### config.mk
export PLATFORM = sky130hd
export DESIGN_NAME = osc_sel_cfg
export DESIGN_NICKNAME = d
export VERILOG_FILES = /design/src/rtl/osc_cyc_div.v /design/src/rtl/osc_sel_cfg.v
export VERILOG_INCLUDE_DIRS = /design/src /design/src/common
export SDC_FILE = /design/constraint.sdc
export NUM_CORES = 1
export LEC_CHECK = 0
export ABC_AREA = 1
export ABC_CLOCK_PERIOD_IN_PS = 2100
export BUFFER_PORTS_ARGS = -buffer_cell sky130_fd_sc_hd__buf_4
export CAP_MARGIN = 10
export CORE_UTILIZATION = 49
export CTS_CLUSTER_DIAMETER = 200
export DETAILED_ROUTE_END_ITERATION = 7
export PLACE_DENSITY = 0.75
export SETUP_SLACK_MARGIN = 0.02
export SLEW_MARGIN = 5
export SYNTH_ARGS = -nofsm -noshare
export SYNTH_HDL_FRONTEND = slang
export SYNTH_SLANG_ARGS = --single-unit
### constraint.sdc
create_clock -name I_CLK -period 2.1 [get_ports I_CLK]
set_input_delay 0.105 -clock I_CLK [delete_from_list [all_inputs] [get_ports I_CLK]]
set_output_delay 0.105 -clock I_CLK [all_outputs]
set_load 0.01 [all_outputs]
### src/common/osc_consts.vh
// Purpose: constants for the oscillator select and configuration block
// Assumes: configuration words are static while power-on reset is asserted
// Notes:   field positions, codes and erased values of the config words
`ifndef OSC_CONSTS_VH
`define OSC_CONSTS_VH
// ****************************************
// oscillator configuration word fields
// ****************************************
`define OSC_PMODE_LSB      0
`define OSC_PMODE_MSB      1
`define OSC_EFREQ_LSB      3
`define OSC_EFREQ_MSB      4
`define OSC_SECONDARY_OSC_PWR_BIT   5
`define OSC_CSM_LSB        6
`define OSC_CSM_MSB        7
`define OSC_CSM_SW_BIT     7
// ****************************************
// select config word fields
// ****************************************
`define OSC_NSEL_LSB       0
`define OSC_NSEL_MSB       2
// ****************************************
// erased values
// ****************************************
`define OSC_CFG_ERASED     8'hFF
`define OSC_SEL_ERASED     8'hFF
// ****************************************
// primary mode codes
// ****************************************
`define OSC_PM_EXT         2'h0
`define OSC_PM_XT          2'h1
`define OSC_PM_HS          2'h2
`define OSC_PM_OFF         2'h3
// ****************************************
// initial select codes
// ****************************************
`define OSC_NS_FRC         3'h0
`define OSC_NS_FAST_RC_WITH_PLL      3'h1
`define OSC_NS_PRI         3'h2
`define OSC_NS_PRIPLL      3'h3
`define OSC_NS_SEC         3'h4
`define OSC_NS_LOW_POWER_RC_OSC        3'h5
`define OSC_NS_SLOWDIV     3'h6
`define OSC_NS_FAST_RC_WITH_POSTSCALER      3'h7
// ****************************************
// source group codes on the group output
// ****************************************
`define OSC_GRP_PRI        2'h0
`define OSC_GRP_SEC        2'h1
`define OSC_GRP_FRC        2'h2
`define OSC_GRP_LOW_POWER_RC_OSC       2'h3
// ****************************************
// timing and divider
// ****************************************
`define OSC_CLK_MHZ        50
`define OSC_PLL_MULT       4
`define OSC_PS_W           3
`endif

### src/rtl/osc_cyc_div.v
// Purpose: divides the selected processor clock enable by two
// Assumes: i_en is a one-cycle enable marking each processor clock tick
// Notes:   gives an instruction tick and a half-rate square level
`timescale 1ns/1ps
module osc_cyc_div
(
  // clock and reset
  input  wire       i_clk,
  input  wire       i_rst,
  // processor tick in
  input  wire       i_en,
  // instruction tick and level out
  output reg        o_cy_en,
  output reg        o_cy_lvl
);

  // ****************************************
  // divide by two
  // ****************************************
  // toggle on every processor tick, pulse on every second
  always @(posedge i_clk)
  begin
    if (i_rst)
    begin
      o_cy_lvl <= 1'b0;
      o_cy_en  <= 1'b0;
    end
    else
    begin
      o_cy_en <= i_en & o_cy_lvl;
      if (i_en)
        o_cy_lvl <= ~o_cy_lvl;
    end
  end

endmodule // osc_cyc_div

### src/rtl/osc_sel_cfg.v
// Purpose: picks the system clock source from the configuration words at
//          power-on reset, applies postscaler and pll, makes the cycle clock
// Assumes: source ticks arrive as one-cycle enables synchronous to I_CLK
// Notes:   the pll is modelled as a tick multiplier of four per source tick
//
// Operation
// - system clock comes from primary, secondary, fast rc or low-power rc
// - secondary oscillator power variant chosen by config bit five
// - fast rc offers an 8 MHz and a 500 kHz variant
// - low-power rc always runs in high-accuracy mode when selected
// - only primary and 8 MHz fast rc may use the four-times pll
// - fast rc may be reduced by a programmable postscaler
// - instruction clock is the processor clock divided by two
// - external clock primary mode drives the instruction clock on the output pin
// - source at power-on chosen by primary mode and initial select fields
// - erased configuration starts from 8 MHz fast rc with postscaler
// - ext clock range field bits 4:3 tunes power, erased means above 8 MHz
// - clock switching allowed only when switch/monitor bit seven is zero
// - fail-safe monitor active only when both switch/monitor bits are zero
// - mode 11 select 111 runs 8 MHz fast rc with postscaler
// - mode 11 select 110 runs 500 kHz fast rc with postscaler
// - select 101 mode 11 runs the low-power rc
// - select 100 mode 00 runs the secondary oscillator
// - select 011 mode 10 runs the high-speed crystal through the pll
// - select 011 mode 00 runs the external clock through the pll
// - select 010 runs primary without pll, type from the mode field
// - select 001 mode 11 runs 8 MHz fast rc through the pll
// - select 000 mode 11 runs plain 8 MHz fast rc
// - separate bit picks output pin as clock output or other function
`timescale 1ns/1ps
`include "osc_consts.vh"
module osc_sel_cfg
(
  // clock and reset
  input  wire       I_CLK,
  input  wire       I_RST,
  // configuration words
  input  wire [7:0] I_OSC_CFG,
  input  wire [7:0] I_OSC_SEL_CFG,
  input  wire       I_PIN_FUNC_SEL,
  // source ticks
  input  wire       I_PRI_TICK,
  input  wire       I_SEC_TICK,
  input  wire       I_FRC_TICK,
  input  wire       I_SLOW_FRC_TICK,
  input  wire       I_LOW_POWER_RC_OSC_TICK,
  // runtime controls
  input  wire [2:0] I_POSTSCALE,
  input  wire       I_SW_REQ,
  input  wire [2:0] I_SW_SEL,
  // source control out
  output reg  [1:0] O_SRC_GROUP,
  output reg  [2:0] O_CUR_SEL,
  output reg        O_PLL_ON,
  output reg        O_PS_ON,
  output reg        O_PRI_EN,
  output reg        O_SEC_EN,
  output reg        O_SEC_HIPWR,
  output reg        O_FRC_EN,
  output reg        O_SLOW_FRC_EN,
  output reg        O_LOW_POWER_RC_OSC_EN,
  output reg        O_LOW_POWER_RC_OSC_HIACC,
  output reg  [1:0] O_EXT_RANGE,
  output reg  [1:0] O_PRI_TYPE,
  output reg        O_CFG_BAD,
  // clock switch and monitor
  output reg        O_SW_EN,
  output reg        O_FAIL_SAFE_CLOCK_MONITOR_EN,
  output reg        O_SW_DONE,
  // clocks out
  output reg        O_SYS_TICK,
  output reg        O_CY_TICK,
  output reg        O_PIN_CLK_OUT,
  output reg        O_PIN_CLK_OE
);

  // ****************************************
  // configuration capture
  // ****************************************
  reg  [7:0] cfg;
  reg  [7:0] sel_cfg;
  reg        pin_func;
  reg  [2:0] cur_sel;
  reg        first;
  // latch config while reset is asserted, hold after release
  always @(posedge I_CLK)
  begin
    if (I_RST)
    begin
      cfg      <= I_OSC_CFG;
      sel_cfg  <= I_OSC_SEL_CFG;
      pin_func <= I_PIN_FUNC_SEL;
    end
  end

  wire [1:0] pmode   = cfg[`OSC_PMODE_MSB:`OSC_PMODE_LSB];
  wire [1:0] csm     = cfg[`OSC_CSM_MSB:`OSC_CSM_LSB];
  wire       sw_ok   = ~cfg[`OSC_CSM_SW_BIT];
  wire       fail_safe_clock_monitor_ok = (csm == 2'b00);

  // ****************************************
  // source decode
  // ****************************************
  reg  [1:0] next_group;
  reg        next_pll;
  reg        next_ps;
  reg        next_slow;
  reg        next_bad;
  // map select and mode pair to a source
  always @*
  begin
    next_group = `OSC_GRP_FRC;
    next_pll   = 1'b0;
    next_ps    = 1'b0;
    next_slow  = 1'b0;
    next_bad   = 1'b0;
    case (cur_sel)
      `OSC_NS_FAST_RC_WITH_POSTSCALER:  next_ps = 1'b1;
      `OSC_NS_SLOWDIV:
      begin
        next_ps   = 1'b1;
        next_slow = 1'b1;
      end
      `OSC_NS_LOW_POWER_RC_OSC:    next_group = `OSC_GRP_LOW_POWER_RC_OSC;
      `OSC_NS_SEC:     next_group = `OSC_GRP_SEC;
      `OSC_NS_PRIPLL:
      begin
        next_group = `OSC_GRP_PRI;
        next_pll   = 1'b1;
        next_bad   = (pmode != `OSC_PM_HS) && (pmode != `OSC_PM_EXT);
      end
      `OSC_NS_PRI:
      begin
        next_group = `OSC_GRP_PRI;
        next_bad   = (pmode == `OSC_PM_OFF);
      end
      `OSC_NS_FAST_RC_WITH_PLL:  next_pll = 1'b1;
      `OSC_NS_FRC:     next_group = `OSC_GRP_FRC;
      default:         next_group = `OSC_GRP_FRC;
    endcase
  end

  // ****************************************
  // runtime switch
  // ****************************************
  // start from config, switch only when allowed
  always @(posedge I_CLK)
  begin
    if (I_RST)
    begin
      cur_sel   <= `OSC_NS_FAST_RC_WITH_POSTSCALER;
      O_SW_DONE <= 1'b0;
    end
    else
    begin
      O_SW_DONE <= 1'b0;
      if (first)
        cur_sel <= sel_cfg[`OSC_NSEL_MSB:`OSC_NSEL_LSB];
      else if (I_SW_REQ && sw_ok)
      begin
        cur_sel   <= I_SW_SEL;
        O_SW_DONE <= 1'b1;
      end
    end
  end

  // first cycle after release loads config select
  always @(posedge I_CLK)
  begin
    if (I_RST)
      first <= 1'b1;
    else
      first <= 1'b0;
  end

  // ****************************************
  // postscaler and pll tick paths
  // ****************************************
  reg  [6:0] ps_cnt;
  reg  [1:0] pll_cnt;
  reg        pll_busy;
  wire       frc_tick = next_slow ? I_SLOW_FRC_TICK : I_FRC_TICK;
  wire [6:0] ps_lim   = (7'h01 << I_POSTSCALE) - 7'h01;
  reg        src_tick;
  // choose raw source tick
  always @*
  begin
    case (next_group)
      `OSC_GRP_PRI:  src_tick = I_PRI_TICK;
      `OSC_GRP_SEC:  src_tick = I_SEC_TICK;
      `OSC_GRP_LOW_POWER_RC_OSC: src_tick = I_LOW_POWER_RC_OSC_TICK;
      default:       src_tick = frc_tick;
    endcase
  end
  // divide fast rc by 2^postscale, or multiply by four with pll bursts
  always @(posedge I_CLK)
  begin
    if (I_RST)
    begin
      ps_cnt     <= 7'h00;
      pll_cnt    <= 2'h0;
      pll_busy   <= 1'b0;
      O_SYS_TICK <= 1'b0;
    end
    else if (next_pll)
    begin
      // each source tick yields four system ticks
      O_SYS_TICK <= src_tick | pll_busy;
      if (src_tick)
      begin
        pll_busy <= 1'b1;
        pll_cnt  <= 2'h0;
      end
      else if (pll_busy)
      begin
        pll_cnt <= pll_cnt + 2'h1;
        if (pll_cnt == 2'h2)
          pll_busy <= 1'b0;
      end
    end
    else if (next_ps)
    begin
      O_SYS_TICK <= 1'b0;
      if (frc_tick)
      begin
        if (ps_cnt >= ps_lim)
        begin
          ps_cnt     <= 7'h00;
          O_SYS_TICK <= 1'b1;
        end
        else
          ps_cnt <= ps_cnt + 7'h01;
      end
    end
    else
      O_SYS_TICK <= src_tick;
  end

  // ****************************************
  // instruction clock
  // ****************************************
  wire cy_en;
  wire cy_lvl;
  osc_cyc_div u_cyc
  (
    .i_clk    (I_CLK),
    .i_rst    (I_RST),
    .i_en     (O_SYS_TICK),
    .o_cy_en  (cy_en),
    .o_cy_lvl (cy_lvl)
  );

  // ****************************************
  // registered outputs
  // ****************************************
  wire pri_clkout = (next_group == `OSC_GRP_PRI) && (pmode == `OSC_PM_EXT);
  // drive status, enables and pin
  always @(posedge I_CLK)
  begin
    if (I_RST)
    begin
      O_SRC_GROUP   <= `OSC_GRP_FRC;
      O_CUR_SEL     <= `OSC_NS_FAST_RC_WITH_POSTSCALER;
      O_PLL_ON      <= 1'b0;
      O_PS_ON       <= 1'b1;
      O_PRI_EN      <= 1'b0;
      O_SEC_EN      <= 1'b0;
      O_SEC_HIPWR   <= 1'b1;
      O_FRC_EN      <= 1'b1;
      O_SLOW_FRC_EN <= 1'b0;
      O_LOW_POWER_RC_OSC_EN     <= 1'b0;
      O_LOW_POWER_RC_OSC_HIACC  <= 1'b0;
      O_EXT_RANGE   <= 2'h3;
      O_PRI_TYPE    <= `OSC_PM_OFF;
      O_CFG_BAD     <= 1'b0;
      O_SW_EN       <= 1'b0;
      O_FAIL_SAFE_CLOCK_MONITOR_EN     <= 1'b0;
      O_CY_TICK     <= 1'b0;
      O_PIN_CLK_OUT <= 1'b0;
      O_PIN_CLK_OE  <= 1'b0;
    end
    else
    begin
      O_SRC_GROUP   <= next_group;
      O_CUR_SEL     <= cur_sel;
      O_PLL_ON      <= next_pll;
      O_PS_ON       <= next_ps;
      O_PRI_EN      <= (next_group == `OSC_GRP_PRI);
      O_SEC_EN      <= (next_group == `OSC_GRP_SEC);
      O_SEC_HIPWR   <= cfg[`OSC_SECONDARY_OSC_PWR_BIT];
      O_FRC_EN      <= (next_group == `OSC_GRP_FRC) && !next_slow;
      O_SLOW_FRC_EN <= (next_group == `OSC_GRP_FRC) && next_slow;
      O_LOW_POWER_RC_OSC_EN     <= (next_group == `OSC_GRP_LOW_POWER_RC_OSC);
      O_LOW_POWER_RC_OSC_HIACC  <= (next_group == `OSC_GRP_LOW_POWER_RC_OSC);
      O_EXT_RANGE   <= cfg[`OSC_EFREQ_MSB:`OSC_EFREQ_LSB];
      O_PRI_TYPE    <= (next_group == `OSC_GRP_PRI) ? pmode : `OSC_PM_OFF;
      O_CFG_BAD     <= next_bad;
      O_SW_EN       <= sw_ok;
      O_FAIL_SAFE_CLOCK_MONITOR_EN     <= fail_safe_clock_monitor_ok;
      O_CY_TICK     <= cy_en;
      O_PIN_CLK_OUT <= pri_clkout & pin_func & cy_lvl;
      O_PIN_CLK_OE  <= pri_clkout & pin_func;
    end
  end

endmodule // osc_sel_cfg

==> results of run 1 <==
## power breakdown
group	internal (W)	leakage (nW)	switching (W)	total (W)
Combinational	0.000140	0.866	0.000156	0.000296
Clock	0.000268	0.0445	0.000309	0.000577
Sequential	0.00108	0.443	0.0000305	0.00111
Total	0.00149	1.35	0.000495	0.00198
## sequential cells by signal, summed over array words and instances, names as in the netlist, 3 cells and up
register and flops:
ps_cnt 7, cfg 7, sel_cfg 3, cur_sel 3
O_CUR_SEL 3
## tightest hold or removal path, delay by kind of cell
family	cells	cell delay, ps
buffers and inverters	2	170
AND/OR/NAND/NOR	1	50
## synth_stat cells, drive strengths merged, types with 2 or more instances
library cell	number
a21oi	10
buf	2
clkbuf	3
dfxtp	41
edfxtp	11
ha	10
inv	34
nand2	61
nand3	17
nand4	2
nor2	24
nor3	3
o211ai	8
o21ai	5
or2	3
xnor2	2
xor2	4
## kinds of logic after synthesis
kind of cell | after synthesis | share of synthesized area
compound gates | 24 | 0.06852
xor+xnor | 6 | 0.02439
fa+ha+maj | 10 | 0.05807
buf+inv | 39 | 0.07317
flops | 52 | 0.5343
mux | 1 | 0.004646
simple gates | 112 | 0.2369
## path summary, 6_finish.rpt
kind / endpoint / depth (start not counted) / slack, ps
setup / recovery: ps_cnt[6]$_SDFFE_PP0P_ / 15 / 310
hold / removal: O_SW_DONE$_SDFF_PP0_ / 3 / 60
setup reg to reg: ps_cnt[6]$_SDFFE_PP0P_ / 9 / 520
hold reg to reg: O_CY_TICK$_SDFF_PP0_ / 2 / 400
## through the flow
step / utilization / setup slack [ps] / instances
2_1_floorplan: - / 180.0 / 244
3_3_place_gp: 0.6355 / -26.31 / 346
3_5_place_dp: 0.6355 / -102.4 / 346
4_1_cts: 0.6850 / 211.0 / 365
5_1_grt: 0.6859 / 62.98 / 365
6_report: 0.6859 / 306.0 / 365
## repair_timing
| item | in CTS | in global routing |
|---|---|---|
| gates resized for setup | 0 | 3 |
| hold buffers | 11 | 0 |
| setup endpoints to repair | 0 | 5 |
| hold endpoints to repair | 11 | 0 |
## layer usage
| metal | share of wire | track usage | vias to the layer above |
|---|---|---|---|
| met5 | 0 | 0 | - |
| met1 | 0.46 | 0.2301 | 789 |
| met2 | 0.46 | 0.3186 | 43 |
| met3 | 0.058 | 0.06000 | 8 |
| li1 | - | - | 924 |
| met4 | 0.020 | 0.08073 | 0 |
## area by class of cell
class / instances / area, um2 / share of cell area
Clock buffer: 7 / 86.33 / 0.03059
Clock inverter: 1 / 7.507 / 0.002660
Inverter: 34 / 127.6 / 0.04521
Multi-Input combinational cell: 153 / 849.6 / 0.3010
Sequential cell: 52 / 1151 / 0.4078
Tap cell: 50 / 62.56 / 0.02216
Timing Repair Buffer: 68 / 538.0 / 0.1906
==> key figures, run 1 <==
Route
  – Drt first pass iters: 4
  – Remaining DRCs: 0
  – ANT nets after route: 0
  – First DRT Iteration DRCs: 63
  – Drt wl/cell: 11.05 um
  – Via density: 4.833
  – Drt total wl: 4.035 mm
  – Vias: 1764

Yosys
  – Flop and latch count out of synthesis: 52
  – YS warnings: 0
  – Post-synth cell types: 30
  – Mapped Avg Cell Area: 8.830 um2
  – Main flop type after synthesis: dfxtp_1
  – Syn nets: 285
  – Synth area leaders: dfxtp_1, edfxtp_1, nand2_1, ha_1, inv_1
  – Synthesized area: 0.002155 mm2
  – Post-synthesis sequential area ratio: 0.5343
  – Post-synth EDFFs: 11
  – Area leader, netlist: dfxtp_1
  – Syn Inst Count: 244
  – Fraction of registers with async set/reset: 0
  – Yosys top cell area share: 0.3810

Timing
  – Total negative slack: 0 ps
  – Final hold viol count: 0
  – Final setup viols: 0
  – RSZ-0062 raised after global routing: false
  – Peak Freq: 557.4 MHz
  – Final slew viol count: 0
  – Worst-Margin Slew: 438.6 ps
  – Time the worst path needs with I/O delays and setup: 1794 ps
  – Tcrit/Tclk final: 0.8543
  – Layout Skew: 3.329 ps
  – WHS: 55.19 ps
  – Slew headroom: 0.7073

Setup path
  – Worst setup EP type: flip-flop
  – WP data required: 2330 ps
  – Crit path DAT: 2030 ps
  – WP buf/inv: 3
  – Worst Setup SP: I_POSTSCALE[1]
  – Startpoint types: input port
  – Worst-path cell chain: buf_4 > nor2_1 > nand2_1 > ha_1 > buf_4 > xor2_1 > ha_1 > a21oi_1 > nand2_1 > nand2_1 > nand2_1 > nor2_1 > buf_4 > nand3_1 > a21oi_1
  – CP peak stage delay: 310 ps
  – Setup CP Type: input port to flip-flop
  – Critical R2R Launch: ps_cnt[4]$_SDFFE_PP0P_
  – Largest delay share family, worst path: simple AND/OR/NAND/NOR gates
  – Crit-path most repeated cell: nand2_1
  – Slowest cell on the critical path: ha_1
  – Maximum fanout along the worst path: 5

Cells and area
  – Area growth syn-to-layout: 31.01%
  – Most common cell after layout, fill and taps aside: buf_4
  – Post-route cell area: 0.002823 mm2
  – Nets: 355
  – Proportion of layout cells with a drive suffix above 1: 0.2571
  – # fillers: 324
  – Most frequent cells in the layout: buf_4, nand2_1, dfxtp_1
  – # diodes: 0

Floorplan
  – Row count: 23
  – Full die area: 0.004666 mm2
  – Die Height: 68.31 um
  – Top-level I/O count: 57
  – Initial Util: 0.5236
  – Core ar.: 0.004115 mm2
  – DIE WIDTH: 68.31 um

Clock network
  – TritonCTS Sinks: 52
  – Postcts setup bufs: 0
  – CTS H-Tree Depth: 2
  – Number of CTS-inserted buffers: 5
  – CTS Buffer Depth: 2
  – Clock-pin slew on the worst setup and hold paths: 80 ps
  – Worst-Skew Late Latency: 300 ps
  – CTS tree: done
  – CTS Root Cell: clkbuf_8

Global route
  – Global route total overflow: 0
  – Vias in the first global route: 1611
  – Tot GR Track Use: 0.1929
  – Global-route wire length before repair: 6.561 mm
  – Largest net degree at the start of global routing: 30
  – Antenna violations before repair: 0

Placement
  – Cell Area, Placed: 0.002615 mm2
  – Port-buffer cells: 50
  – HPWL Detailed: 2.893 mm
  – GPL Wtd Cong: 0.7993

Pwr
  – Max VDD drop: 0.4824 mV
  – Pwr/cell area: 701.7 mW/mm2
  – Leak: 1.354 nW
  – Pwr Total: 0.001981 W

Hold path
  – Hold Startpoint: I_SW_REQ
  – Worst hold path class: input port to flip-flop

Run
  – Max Cap Viol: 0

Outcome
  – Outcome: finished, final reports clean
No activity file was read; power rests on OpenSTA's default activity.
==> inputs of run 2 (changes only) <==
ABC_AREA = 0   (was 1)
PLACE_DENSITY = 0.76   (was 0.75)
==> run 2 against run 1 <==
Net effect: largest power group unchanged; largest cell class unchanged; non-clock buffer count is 8 higher; routed wire length rose by 3.2%; design area is 0.40% lower.
==> key figures, run 2 <==
Yosys
  – Syn nets: 233 (-18%)
  – Flop and latch count out of synthesis: 52 (unchanged)
  – Post-synth EDFFs: 11 (unchanged)
  – Post-synthesis sequential area ratio: 0.5662 (+0.03189)
  – Mapped Avg Cell Area: 10.59 um2 (+20%)
  – Main flop type after synthesis: dfxtp_1
  – Syn Inst Count: 192 (-21%)
  – Fraction of registers with async set/reset: 0 (unchanged)
  – Post-synth cell types: 42 (+40%)
  – Most common cell in the netlist: dfxtp_1
  – YS warnings: 0 (unchanged)
  – Synthesized area: 0.002033 mm2 (-5.6%)
  – Synth area leaders: dfxtp_1, edfxtp_1, ha_1, nor2_1, a21oi_1
  – Yosys top cell area share: 0.4037 (+0.02274)
  – Commonest cells post-synth: dfxtp_1, nor2_1, nand2_1, a21oi_1, edfxtp_1
  – Area leader, netlist: dfxtp_1

Clock network
  – Clock-pin slew on the worst setup and hold paths: 100 ps (+20 ps)
  – Worst-Skew Late Latency: 310 ps (about the same)
  – CTS tree: done
  – Number of CTS-inserted buffers: 5 (unchanged)
  – CTS Buffer Depth: 2 (unchanged)
  – CTS H-Tree Depth: 2 (unchanged)
  – CTS Root Cell: clkbuf_8
  – TritonCTS Sinks: 52 (unchanged)

Setup path
  – Startpoint types: input port
  – CP peak stage delay: 400 ps (+90 ps)
  – Crit-path most repeated cell: buf_4
  – Setup CP Type: input port to flip-flop
  – Worst-path cell chain: buf_4 > or3_4 > ha_4 > buf_4 > nor3_2 > a21oi_1 > ha_1 > a21oi_2 > o21ai_2 > a21oi_2 > buf_4 > nand4b_1 > a31oi_1
  – WP data required: 2350 ps (+20 ps)
  – Slowest cell on the critical path: or3_4
  – Maximum fanout along the worst path: 3 (-2)
  – Worst setup EP type: flip-flop
  – Crit path DAT: 2240 ps (+210 ps)

Pwr
  – Pwr/cell area: 702.3 mW/mm2 (about the same)
  – Pwr Total: 0.001974 W (-0.32%)
  – Clk pwr share: 0.296 (+0.005)
  – Sw Pwr: 0.0005049 W (+1.9%)
  – Leak: 1.215 nW (-10%)
  – Max VDD drop: 0.4664 mV (-3.3%)
  – Sw Share: 0.2557 (+0.005576)
  – Int Pwr: 0.001470 W (-1.1%)
  – Comb power frac: 0.142 (-0.008)
  – Seq pwr share: 0.562 (+0.003)

Run
  – Max Cap Viol: 0 (unchanged)

Route
  – Remaining DRCs: 0 (unchanged)
  – First DRT Iteration DRCs: 47 (-25%)
  – Vias: 1577 (-11%)
  – Drt first pass iters: 4 (unchanged)
  – ANT nets after route: 0 (unchanged)
  – Drt total wl: 4.165 mm (+3.2%)
  – Via density: 4.944 (+2.3%)
  – Drt wl/cell: 13.06 um (+18%)

Timing
  – Final hold viol count: 0 (unchanged)
  – Slew headroom: 0.7207 (+0.01337)
  – Final setup viols: 0 (unchanged)
  – Peak Freq: 501.0 MHz (-10%)
  – Worst-Margin Slew: 418.4 ps (-20.14 ps)
  – Time the worst path needs with I/O delays and setup: 1996 ps (+201.8 ps)
  – RSZ-0062 raised after global routing: false
  – Tcrit/Tclk final: 0.9504 (+0.09608)
  – Final slew viol count: 0 (unchanged)
  – Layout Skew: 7.345 ps (+4.016 ps)

Placement
  – Placed cells: 298 (-14%)
  – HPWL Detailed: 2.868 mm (-0.86%)
  – Port-buffer cells: 50 (unchanged)
  – GPL Wtd Cong: 0.8367 (+4.7%)

Cells and area
  – Multi-input gate area: 872.1 um2 (+2.7%)
  – # diodes: 0 (unchanged)
  – Reg area: 0.001151 mm2 (unchanged)
  – Most frequent cells in the layout: buf_4, dfxtp_1, nor2_1
  – Area growth syn-to-layout: 38.28%
  – Finished Layout Cells: 319 (-13%)
  – Biggest regs: cfg x7, ps_cnt x7
  – Nets: 309 (-13%)
  – # fillers: 312 (-3.7%)
  – Most common cell after layout, fill and taps aside: buf_4
  – Proportion of layout cells with a drive suffix above 1: 0.3532 (+0.09602)

Floorplan
  – Full die area: 0.004411 mm2 (-5.5%)
  – Row count: 23 (unchanged)
  – Die Height: 66.42 um (-2.8%)
  – Core ar.: 0.004000 mm2 (-2.8%)
  – Initial Util: 0.5083 (-0.01527)
  – Top-level I/O count: 57 (unchanged)
  – DIE WIDTH: 66.42 um (-2.8%)

Global route
  – Vias in the first global route: 1497 (-7.1%)
  – Antenna violations before repair: 0 (unchanged)
  – Global route total overflow: 0 (unchanged)
  – Tot GR Track Use: 0.2024 (+0.009534)
  – Largest net degree at the start of global routing: 37 (+23%)
  – Global-route wire length before repair: 6.437 mm (-1.9%)

Outcome
  – Outcome: finished, final reports clean

Hold path
  – Worst hold path class: input port to flip-flop
==> run 2: changes by cell type after synthesis, sizes merged, moves of 2 or more <==
cell | before | now
and2 | 0 | 2
and3 | 0 | 3
and4 | 0 | 2
buf | 2 | 4
inv | 34 | 9
mux2 | 0 | 5
mux2i | 1 | 4
nand2 | 61 | 13
nand2b | 0 | 3
nand3 | 17 | 7
nor2b | 0 | 3
o211ai | 8 | 1
o21a | 0 | 2
or2 | 3 | 5
==> run 2: logic make-up (layout without fill, tap and decap cells) <==
kind of cell    count (synthesis)  count (layout)  share of synthesized area
buf+inv                        16              93                    0.03631
flops                          52              52                     0.5662
mux                             9               9                    0.05108
simple gates                   75              75                     0.1914
xor+xnor                        6               6                    0.02585
compound gates                 24              24                    0.06770
fa+ha+maj                      10              10                    0.06154
==> run 2: area by class of cell <==
type                            count  area share
Multi-Input combinational cell    124      0.3102
Inverter                            9     0.01202
Tap cell                           50     0.02225
Timing Repair Buffer               76      0.2136
Clock buffer                        5     0.02448
Clock inverter                      3    0.008011
Sequential cell                    52      0.4094
==> run 2: path summary, 6_finish.rpt <==
path                                from                                       to  slack [ps]  cells after the start
hold reg to reg         cfg[6]$_DFFE_PP_  O_FAIL_SAFE_CLOCK_MONITOR_EN$_SDFF_PP0_         410                      1
setup reg to reg  ps_cnt[0]$_SDFFE_PP0P_                   ps_cnt[2]$_SDFFE_PP0P_         400                      8
hold / removal                  I_SW_REQ                     O_SW_DONE$_SDFF_PP0_          80                      2
setup / recovery          I_POSTSCALE[0]                   ps_cnt[2]$_SDFFE_PP0P_         100                     13
==> run 2: stage by stage <==
step	TNS [ps]	setup WS (ps)	util	instance area, um2	hold slack [ps]
after global routing	0	10.97	0.7028	2811	73.72
after floorplan	0	24.66	-	2054	132.7
after CTS	0	36.66	0.6903	2761	70.50
final	0	104.2	0.7028	2811	81.94
after global placement	-1288	-187.6	0.6375	2550	282.9
after detailed placement	-1825	-284.9	0.6375	2550	284.6
==> run 2: metal layers <==
| layer | track usage | routed length [um] | part of all wire | vias up |
|---|---|---|---|---|
| met5 | 0 | 0 | 0 | - |
| met4 | 0.09309 | 65 | 0.016 | 0 |
| met3 | 0.06207 | 190 | 0.046 | 7 |
| met2 | 0.3648 | 2167 | 0.52 | 33 |
| met1 | 0.2130 | 1741 | 0.42 | 732 |
| li1 | - | - | - | 805 |
==> run 2: what timing repair did <==
item | 4_1_cts | 5_1_grt
endpoints found under the hold margin | 12 | 0
hold buffers | 12 | 0
buffers inserted | 0 | 1
resized for setup | 0 | 10
endpoints found under the setup margin | 0 | 8
==> run 2: power by group through the flow <==
stage | Sequential [W] | Clock [W] | Combinational, W
after CTS | 0.00111 | 0.000601 | 0.000270
after floorplan | 0.00113 | 0 | 0.000129
after detailed placement | 0.00113 | 0 | 0.000251
final | 0.00111 | 0.000585 | 0.000280
after global placement | 0.00113 | 0 | 0.000244
after global routing | 0.00112 | 0.000637 | 0.000305
==> run 2: critical path, delay by kind of cell <==
family | cells | cell delay (ps)
AO/OA/AOI/OAI | 5 | 590
adder cells (fa/ha/maj) | 2 | 510
buffers and inverters | 3 | 400
AND/OR/NAND/NOR | 3 | 640
